[src/kpi_pkg.sv]
// constants for the keypad and pin interrupt logic
// assumes a single 125 MHz clock and an ahb-lite master with word access
// Behaviour
// - bit set: channel waits release after clear
// - polarity bit: 0 high active, 1 low
// - twelve enables admit pins to keypad
// - keypad polarity bit shared by enabled pins
// - optional keypad interrupt on key release
// - held key repeats interrupt every N ms
// - repeat value zero disables repeat timer
// - selector codes 1..12 pick pins 0..11
// - shared debounce time, per-source debounce enables
// - write one clears request, reads zero
package kpi_pkg;

  localparam int NUM_PINS = 12;
  localparam int NUM_CH   = 5;
  localparam int NUM_SRC  = 6;

  // timing
  localparam int CLK_HZ       = 125000000;
  localparam int TICK_MS      = 1;
  localparam int TICK_CYCLES  = CLK_HZ / 1000 * TICK_MS;

  // register indices; byte address is four times the index
  localparam logic [31:0] IDX_SEL0 = 32'h5000_1400;
  localparam logic [31:0] IDX_STEP = 32'h0000_0002;
  localparam logic [31:0] IDX_DEB  = 32'h5000_140c;
  localparam logic [31:0] IDX_CLR  = 32'h5000_140e;
  localparam logic [31:0] IDX_LVL  = 32'h5000_1410;
  localparam logic [31:0] IDX_KEN  = 32'h5000_1412;
  localparam logic [31:0] IDX_KCTL = 32'h5000_1414;
  localparam logic [31:0] IDX_MASK = 32'h5000_1416;
  localparam logic [31:0] IDX_STAT = 32'h5000_1418;

  // internal register select codes
  localparam logic [3:0] RS_SEL0 = 4'h0;
  localparam logic [3:0] RS_DEB  = 4'h5;
  localparam logic [3:0] RS_CLR  = 4'h6;
  localparam logic [3:0] RS_LVL  = 4'h7;
  localparam logic [3:0] RS_KEN  = 4'h8;
  localparam logic [3:0] RS_KCTL = 4'h9;
  localparam logic [3:0] RS_MASK = 4'ha;
  localparam logic [3:0] RS_STAT = 4'hb;
  localparam logic [3:0] RS_NONE = 4'hf;

  // field layout
  localparam int LVL_POL_LSB  = 0;
  localparam int LVL_WAIT_LSB = 5;
  localparam int KCTL_REP_LSB = 0;
  localparam int KCTL_POL_BIT = 6;
  localparam int KCTL_REL_BIT = 7;
  localparam int DEB_VAL_LSB  = 0;
  localparam int DEB_EN_LSB   = 6;
  localparam int SRC_KEYPAD   = 5;

  // selector codes
  localparam logic [3:0] SEL_FIRST = 4'h1;
  localparam logic [3:0] SEL_LAST  = 4'hc;

  // reset values
  localparam logic [15:0] RST_ZERO = 16'h0000;

  // ahb
  localparam logic [1:0] HTRANS_NONSEQ = 2'h2;
  localparam logic       HRESP_OKAY    = 1'b0;

endpackage

[src/kpi_ms_tick.sv]
// millisecond enable pulse from the system clock
// assumes hclk runs at the rate given to the divider
module kpi_ms_tick #(
  parameter int TICK_CYCLES = kpi_pkg::TICK_CYCLES
) (
  // clock and reset
  input  wire logic hclk,
  input  wire logic hresetn,
  // tick out
  output logic      ms_tick
);

  typedef struct packed {
    logic [31:0] cnt;
    logic        tick;
  } kpi_tick_state_t;

  kpi_tick_state_t s_reg;
  kpi_tick_state_t s_next;

  always_comb
  begin
    s_next      = s_reg;
    s_next.tick = 1'b0;
    if (s_reg.cnt == 32'(TICK_CYCLES - 1))
    begin
      s_next.cnt  = 32'h0000_0000;
      s_next.tick = 1'b1;
    end
    else
    begin
      s_next.cnt = s_reg.cnt + 32'h0000_0001;
    end
  end

  always_ff @(posedge hclk or negedge hresetn)
  begin
    if (!hresetn)
      s_reg <= '0;
    else
      s_reg <= s_next;
  end

  assign ms_tick = s_reg.tick;

endmodule

[src/kpi_debounce.sv]
// debounce filter: a change of the raw level passes only after it has
// stood for the debounce time in ms ticks
// assumes raw is already synchronous to hclk
module kpi_debounce (
  // clock and reset
  input  wire logic       hclk,
  input  wire logic       hresetn,
  // timing
  input  wire logic       ms_tick,
  input  wire logic       enable,
  input  wire logic [5:0] debounce_time,
  // level
  input  wire logic       raw,
  output logic            filt
);

  typedef struct packed {
    logic [5:0] cnt;
    logic       filt;
  } kpi_deb_state_t;

  kpi_deb_state_t s_reg;
  kpi_deb_state_t s_next;

  always_comb
  begin
    s_next = s_reg;
    if (raw == s_reg.filt)
    begin
      s_next.cnt = 6'h00;
    end
    else if (!enable || debounce_time == 6'h00)
    begin
      s_next.filt = raw;
      s_next.cnt  = 6'h00;
    end
    else if (ms_tick)
    begin
      // first tick may be partial: up to one ms short
      if (s_reg.cnt + 6'h01 >= debounce_time)
      begin
        s_next.filt = raw;
        s_next.cnt  = 6'h00;
      end
      else
      begin
        s_next.cnt = s_reg.cnt + 6'h01;
      end
    end
  end

  always_ff @(posedge hclk or negedge hresetn)
  begin
    if (!hresetn)
      s_reg <= '0;
    else
      s_reg <= s_next;
  end

  assign filt = s_reg.filt;

endmodule

[src/kpi_top.sv]
// pin and keypad interrupt logic with ahb-lite register slave
// assumes port pins are asynchronous, one ahb master, word transfers only
//
// The AHB-Lite interface to the registers was left to the implementer.
module kpi_top #(
  parameter int TICK_CYCLES = kpi_pkg::TICK_CYCLES
) (
  // clock and reset
  input  wire logic        hclk,
  input  wire logic        hresetn,
  // ahb-lite slave
  input  wire logic        hsel,
  input  wire logic [31:0] haddr,
  input  wire logic [1:0]  htrans,
  input  wire logic        hwrite,
  input  wire logic [2:0]  hsize,
  input  wire logic [31:0] hwdata,
  input  wire logic        hready,
  output logic      [31:0] hrdata,
  output logic             hreadyout,
  output logic             hresp,
  // port pins
  input  wire logic [11:0] port_zero_pins,
  // interrupt requests
  output logic      [4:0]  channel_irq,
  output logic             keypad_irq_request,
  output logic             irq
);

  typedef struct packed {
    logic [11:0]     sync1;
    logic [11:0]     sync2;
    logic [4:0][3:0] sel;
    logic [9:0]      lvl;
    logic [11:0]     kp_en;
    logic [7:0]      kp_ctrl;
    logic [11:0]     deb;
    logic [5:0]      mask;
    logic [5:0]      status;
    logic [4:0]      ch_req;
    logic [4:0]      ch_block;
    logic            kp_req;
    logic            kp_prev;
    logic [5:0]      rep_cnt;
    logic            ph_wr;
    logic [3:0]      ph_rs;
    logic [31:0]     rdata;
  } kpi_state_t;

  kpi_state_t s_reg;
  kpi_state_t s_next;

  logic                 ms_tick;
  logic [5:0]           src_raw;
  logic [5:0]           src_filt;

  function automatic logic [31:0] kpi_byte_addr(input logic [31:0] idx);
    kpi_byte_addr = {idx[29:0], 2'b00};
  endfunction

  function automatic logic [3:0] kpi_decode(input logic [31:0] a);
    kpi_decode = kpi_pkg::RS_NONE;
    for (int i = 0; i < kpi_pkg::NUM_CH; i++)
    begin
      if (a == kpi_byte_addr(kpi_pkg::IDX_SEL0
                             + kpi_pkg::IDX_STEP * 32'(i)))
        kpi_decode = kpi_pkg::RS_SEL0 + 4'(i);
    end
    if (a == kpi_byte_addr(kpi_pkg::IDX_DEB))
      kpi_decode = kpi_pkg::RS_DEB;
    if (a == kpi_byte_addr(kpi_pkg::IDX_CLR))
      kpi_decode = kpi_pkg::RS_CLR;
    if (a == kpi_byte_addr(kpi_pkg::IDX_LVL))
      kpi_decode = kpi_pkg::RS_LVL;
    if (a == kpi_byte_addr(kpi_pkg::IDX_KEN))
      kpi_decode = kpi_pkg::RS_KEN;
    if (a == kpi_byte_addr(kpi_pkg::IDX_KCTL))
      kpi_decode = kpi_pkg::RS_KCTL;
    if (a == kpi_byte_addr(kpi_pkg::IDX_MASK))
      kpi_decode = kpi_pkg::RS_MASK;
    if (a == kpi_byte_addr(kpi_pkg::IDX_STAT))
      kpi_decode = kpi_pkg::RS_STAT;
  endfunction

  // selected pin of a channel, zero when the code picks nothing
  function automatic logic kpi_pick(input logic [3:0]  code,
                                    input logic [11:0] pins);
    kpi_pick = 1'b0;
    if (code >= kpi_pkg::SEL_FIRST && code <= kpi_pkg::SEL_LAST)
      kpi_pick = pins[code - kpi_pkg::SEL_FIRST];
  endfunction

  kpi_ms_tick #(
    .TICK_CYCLES (TICK_CYCLES)
  ) u_tick (
    .hclk    (hclk),
    .hresetn (hresetn),
    .ms_tick (ms_tick)
  );

  // raw active levels of the five channels and the keypad
  always_comb
  begin
    for (int i = 0; i < kpi_pkg::NUM_CH; i++)
    begin
      // an unselected channel never fires, whatever its polarity
      src_raw[i] = (s_reg.sel[i] >= kpi_pkg::SEL_FIRST)
                   && (s_reg.sel[i] <= kpi_pkg::SEL_LAST)
                   && (kpi_pick(s_reg.sel[i], s_reg.sync2)
                       ^ s_reg.lvl[kpi_pkg::LVL_POL_LSB + i]);
    end
    src_raw[kpi_pkg::SRC_KEYPAD] =
      |(s_reg.kp_en
        & (s_reg.sync2
           ^ {kpi_pkg::NUM_PINS{s_reg.kp_ctrl[kpi_pkg::KCTL_POL_BIT]}}));
  end

  generate
    for (genvar g = 0; g < kpi_pkg::NUM_SRC; g++)
    begin : g_deb
      kpi_debounce u_deb (
        .hclk          (hclk),
        .hresetn       (hresetn),
        .ms_tick       (ms_tick),
        .enable        (s_reg.deb[kpi_pkg::DEB_EN_LSB + g]),
        .debounce_time (s_reg.deb[kpi_pkg::DEB_VAL_LSB +: 6]),
        .raw           (src_raw[g]),
        .filt          (src_filt[g])
      );
    end
  endgenerate

  always_comb
  begin
    logic        acc;
    logic        wr;
    logic [3:0]  rs;
    logic [15:0] wd;
    logic [5:0]  clr;
    logic [5:0]  set;
    logic [5:0]  rd_clr;
    logic        kp_act;
    logic        kp_fire;
    logic        rep_fire;
    logic [5:0]  rep;
    logic        wait_rel;
    logic        fire;

    acc      = 1'b0;
    wr       = 1'b0;
    rs       = kpi_pkg::RS_NONE;
    wd       = hwdata[15:0];
    clr      = 6'h00;
    set      = 6'h00;
    rd_clr   = 6'h00;
    kp_act   = src_filt[kpi_pkg::SRC_KEYPAD];
    kp_fire  = 1'b0;
    rep_fire = 1'b0;
    rep      = s_reg.kp_ctrl[kpi_pkg::KCTL_REP_LSB +: 6];
    wait_rel = 1'b0;
    fire     = 1'b0;
    s_next   = s_reg;

    // pins pass two flops before any use
    s_next.sync1 = port_zero_pins;
    s_next.sync2 = s_reg.sync1;

    // data phase of a write
    if (s_reg.ph_wr)
    begin
      unique case (s_reg.ph_rs)
        kpi_pkg::RS_DEB:  s_next.deb     = wd[11:0];
        kpi_pkg::RS_CLR:  clr            = wd[5:0];
        kpi_pkg::RS_LVL:  s_next.lvl     = wd[9:0];
        kpi_pkg::RS_KEN:  s_next.kp_en   = wd[11:0];
        kpi_pkg::RS_KCTL: s_next.kp_ctrl = wd[7:0];
        kpi_pkg::RS_MASK: s_next.mask    = wd[5:0];
        default:
        begin
          if (s_reg.ph_rs < kpi_pkg::RS_DEB)
            s_next.sel[s_reg.ph_rs[2:0]] = wd[3:0];
        end
      endcase
    end

    // address phase: data for a read is latched here so it is a flop
    acc = hsel && hready && (htrans == kpi_pkg::HTRANS_NONSEQ);
    if (acc)
    begin
      rs = kpi_decode(haddr);
      wr = hwrite;
    end
    s_next.ph_wr = acc && wr;
    s_next.ph_rs = rs;
    s_next.rdata = 32'h0000_0000;
    if (acc && !wr)
    begin
      unique case (rs)
        kpi_pkg::RS_DEB:  s_next.rdata = 32'(s_reg.deb);
        kpi_pkg::RS_LVL:  s_next.rdata = 32'(s_reg.lvl);
        kpi_pkg::RS_KEN:  s_next.rdata = 32'(s_reg.kp_en);
        kpi_pkg::RS_KCTL: s_next.rdata = 32'(s_reg.kp_ctrl);
        kpi_pkg::RS_MASK: s_next.rdata = 32'(s_reg.mask);
        kpi_pkg::RS_STAT:
        begin
          s_next.rdata = 32'(s_reg.status);
          rd_clr       = 6'h3f;
        end
        default:
        begin
          // clear register and unmapped addresses read zero
          if (rs < kpi_pkg::RS_DEB)
            s_next.rdata = 32'(s_reg.sel[rs[2:0]]);
        end
      endcase
    end

    // pin channels
    for (int i = 0; i < kpi_pkg::NUM_CH; i++)
    begin
      wait_rel = s_reg.lvl[kpi_pkg::LVL_WAIT_LSB + i];
      // a clear with wait set must not refire on the still-held key
      fire = src_filt[i] && !s_reg.ch_block[i]
             && !(clr[i] && wait_rel);
      s_next.ch_req[i] = fire || (s_reg.ch_req[i] && !clr[i]);
      if (clr[i] && wait_rel && src_filt[i])
        s_next.ch_block[i] = 1'b1;
      else if (!src_filt[i])
        s_next.ch_block[i] = 1'b0;
      set[i] = fire && !s_reg.ch_req[i];
    end

    // keypad auto-repeat, counted in ms ticks while held
    if (!kp_act || !s_reg.kp_prev || rep == 6'h00)
    begin
      s_next.rep_cnt = 6'h00;
    end
    else if (ms_tick)
    begin
      if (s_reg.rep_cnt + 6'h01 >= rep)
      begin
        s_next.rep_cnt = 6'h00;
        rep_fire       = 1'b1;
      end
      else
      begin
        s_next.rep_cnt = s_reg.rep_cnt + 6'h01;
      end
    end
    s_next.kp_prev = kp_act;
    kp_fire = (kp_act && !s_reg.kp_prev)
              || (!kp_act && s_reg.kp_prev
                  && s_reg.kp_ctrl[kpi_pkg::KCTL_REL_BIT])
              || rep_fire;
    // set wins over a clear in the same cycle
    s_next.kp_req = kp_fire
                    || (s_reg.kp_req && !clr[kpi_pkg::SRC_KEYPAD]);
    set[kpi_pkg::SRC_KEYPAD] = kp_fire;

    s_next.status = (s_reg.status & ~rd_clr) | set;
  end

  always_ff @(posedge hclk or negedge hresetn)
  begin
    if (!hresetn)
    begin
      s_reg       <= '0;
      s_reg.ph_rs <= kpi_pkg::RS_NONE;
    end
    else
    begin
      s_reg <= s_next;
    end
  end

  // zero wait states, always okay
  assign hreadyout          = 1'b1;
  assign hresp              = kpi_pkg::HRESP_OKAY;
  assign hrdata             = s_reg.rdata;
  assign channel_irq        = s_reg.ch_req;
  assign keypad_irq_request = s_reg.kp_req;
  assign irq                = |(s_reg.status & s_reg.mask);

endmodule

[config.mk]
export PLATFORM = sky130hd
export DESIGN_NAME = kpi_top
export DESIGN_NICKNAME = d
export VERILOG_FILES = /design/src/kpi_pkg.sv /design/src/kpi_ms_tick.sv /design/src/kpi_debounce.sv /design/src/kpi_top.sv
export SDC_FILE = /design/constraint.sdc
export NUM_CORES = 1
export LEC_CHECK = 0
export BUFFER_PORTS_ARGS = -buffer_cell sky130_fd_sc_hd__buf_2
export CORE_AREA = 2 2 192 232
export DETAILED_ROUTE_END_ITERATION = 12
export DIE_AREA = 0 0 194 234
export SYNTH_ARGS = -nofsm -noshare
export SYNTH_HDL_FRONTEND = slang
export SYNTH_SLANG_ARGS = --single-unit
[constraint.sdc]
create_clock -name hclk -period 3.72 [get_ports hclk]
set_input_delay 0.372 -clock hclk [delete_from_list [all_inputs] [get_ports hclk]]
set_output_delay 0.372 -clock hclk [all_outputs]
set_load 0.03 [all_outputs]
==> impl_metrics.csv <==
group,metric,value,unit
status,outcome,"finished, final reports clean",
yosys,async_flop_share,100,%
setup_path,cpPeakStageDelay,0.57,ns
yosys,synth_area_per_cell,10.0,um2
yosys,yosysUniqueCellTypes,72,
layout,fillerInstances,4363,
yosys,synth_top_area_share,39.8,%
yosys,synth_xor_area_share,5.53,%
layout,drive_gt1_share,16.5,%
setup_path,r2r_end,"g_deb[2].u_deb.s_reg[6]",
sta,worst_pin_slew,1.17,ns
sta,min_period,2.85,ns
detailed_routing,drtPass1Iterations,5,
setup_path,criticalPathCategory,"flop to flop",
setup_path,worst-path-max-fanout,9,
global_route,antenna_found_initial,3,
setup_path,reg2reg_slack,0.87,ns
yosys,yosys-top-cells-count,"dfrtp_1 (204), nand2_1 (93), o211ai_1 (69)",
min_path,hold_depth,2,
placed_design,dp_hpwl,23.8,mm
yosys,yosysTopAreaCell,"dfrtp_1",
power,ir_worst_vdd,0.000273,V
placed_design,place_congestion,0.810,
yosys,yosysMostFrequentCell,"dfrtp_1",
setup_path,cp-start-kind,"flop",
layout,fin_nets,1477,
clocking,clock-sinks,208,
run,drv_cap,0,
sta,rsz0062_at_grt,"false",
yosys,yosysWarnings,0,
power,p_switching,1200,uW
min_path,hold_end,"s_reg[36]",
setup_path,worstRegToRegCells,8,
clocking,cts_inserted_buffers,23,
clocking,clockRootBuffer,"clkbuf_16",
setup_path,r2r_start,"s_reg[117]",
yosys,synth_area_leaders,"dfrtp_1 (40%), ha_1 (5.8%), mux2_2 (4.7%)",
min_path,worstHoldStart,"hwrite",
detailed_routing,drt_iter0_markers,651,
sta,hold_viol_final,0,
setup_path,required,4.17,ns
detailed_routing,drc,0,
global_route,grt_pass1_vias,10100,
setup_path,arrival,3.30,ns
sta,relSlewSlack,21.6,%
die,die_w,194,um
setup_path,cp_top_family,"compound AO/OA/AOI/OAI gates",
yosys,synth-compound-area-share,16.8,%
yosys,syn-cell-area,12800,um2
die,start_util,29.6,%
clocking,cts.clk_slew.worst_paths,0.06,ns
yosys,synth.yosys.seq_area_share,40.6,%
die,die-height,234,um
yosys,synth_top_family_by_area,"compound AO/OA/AOI/OAI gates",
power,p_comb_share,6.3,%
power,power_frac_seq,44.5,%
power,clockPowerShare,49.3,%
setup_path,cp-end-kind,"flop",
detailed_routing,ant_nets,0,
sta,setup_ws,0.871,ns
global_route,grt_usage,14.7,%
power,swShare,22.9,%
die,die_area,45400,um2
sta,setup_viol,0,
placed_design,place_ws,0.800,ns
clocking,cts_setup_buffers,0,
detailed_routing,routed_wl,33.2,mm
placed_design,placed_area,13600,um2
power,power.total,5250,uW
clocking,clk_path_buf_depth,3,
sta,period_share,76.6,%
yosys,synth_ff_type,"dfrtp_1",
clocking,htreeDepth,1,
yosys,yosys.area_share.simple,13.9,%
sta,maxSlewViolCount,0,
global_route,grt_max_degree,118,
setup_path,slowest_stage,"a21oi_2",
layout,postLayoutCoreUtil,33.7,%
die,core,43300,um2
global_route,grt_overflow,0,
power,cellLeakagePower,0.00648,uW
yosys,synth_seq_cells,208,
power,power_density,360,nW/um2
layout,design_area,14600,um2
die,num_rows,84,
setup_path,cp_cell_sequence,"inv_1, ha_1, mux4_2, and4_1, nor4_1, a311oi_2, a21oi_2, mux2i_1",
clocking,clock_latency,0.53,ns
power,p_int,4050,uW
placed_design,port_buffers,81,
yosys,netlist_instances,1277,
sta,setup-tns-final,0,ns
detailed_routing,wl_per_cell,17.4,um
layout,largest_reg_flops,103,
layout,synthToLayoutAreaGrowth,13.6,%
min_path,hp-class,"input port to flop",
sta,fmax,351,MHz
setup_path,path_buf_inv,1,
yosys,synth_edf_count,0,
global_route,grt_pass1_wl,54.1,mm
yosys,synth.area.mux_share,11.9,%
detailed_routing,avgViaCountPerCell,5.26,
clocking,cts_tree,"yes",
yosys,synth-adder-area-share,5.85,%
sta,skew,0.0245,ns
detailed_routing,vias,10000,
die,num_io_pins,127,
[worst max path at each step]
stage	from	end	cells after the start
global placement	s_reg[117]	g_deb[2].u_deb.filt	8
detailed placement	s_reg[117]	g_deb[2].u_deb.filt	8
global route	s_reg[67]	g_deb[4].u_deb.s_reg[5]	6
finish	s_reg[117]	g_deb[2].u_deb.s_reg[6]	8
floorplan	s_reg[117]	g_deb[2].u_deb.filt	9
CTS	s_reg[117]	g_deb[2].u_deb.filt	8
[logic make-up after synthesis]
logic type | after synthesis
AND/OR/NAND/NOR | 344
buffers and inverters | 143
AO/OA/AOI/OAI | 314
flip-flops | 208
multiplexers | 125
XOR/XNOR | 81
other | 2
adder cells (fa/ha/maj) | 60
[power by group through the flow]
stage                     combinational (uW)  sequential (uW)  clock, uW
after global routing                     362             2340       2730
after CTS                                334             2330       2640
after detailed placement                 322             2380          0
final                                    328             2330       2590
after floorplan                          213             2350          0
after global placement                   316             2370          0
[placed cells by master (no fill, tap or decap), drive strengths merged, types with 8 or more instances in the layout]
cell         count
dfrtp          204
nand2           93
buf             90
o211ai          69
o21ai           64
ha              60
nor2            57
mux2i           56
mux2            54
a21oi           54
xnor2           53
inv             49
nand3           40
clkbuf          30
xor2            28
or3             25
conb            22
o21a            17
nor2b           16
a21boi          16
nor4            16
a211oi          15
mux4            15
nand2b          14
nor3            14
dlygate4sd3     13
nand4           12
and3            12
a31oi           11
a21o            11
a32o             9
or2              8
[metal layers]
metal  GRT usage [%]  share of wire, %  vias to the layer above
li1                -                 -                     4741
met1            17.5                42                     4963
met2            26.1                50                      239
met3            2.34               4.9                       76
met4            6.37               3.8                        4
met5               0             0.048                        -
[what timing repair did]
item | CTS | global route
endpoints found under the hold margin | 50 | 0
hold buffers | 13 | 0
resized for setup | 0 | 0
[through the flow]
| stage | std cells | hold WS [ns] |
|---|---|---|
| finish | 1906 | 0.0920 |
| detailed placement | 1852 | 0.335 |
| global placement | 1852 | 0.340 |
| global route | 1906 | 0.0962 |
| CTS | 1905 | 0.0687 |
| floorplan | 1297 | 0.0764 |
[final cells by class]
cell class	count	area (um2)	area share (%)
flip-flops and latches	208	5210	35.7
clock inverters	10	206	1.42
repair buffers	103	626	4.29
well taps	559	699	4.80
inverters	49	184	1.26
multi-input cells	946	7010	48.1
diodes	1	2.50	0.0172
clock buffers	30	642	4.40
Power figures use the tool's default switching activity.
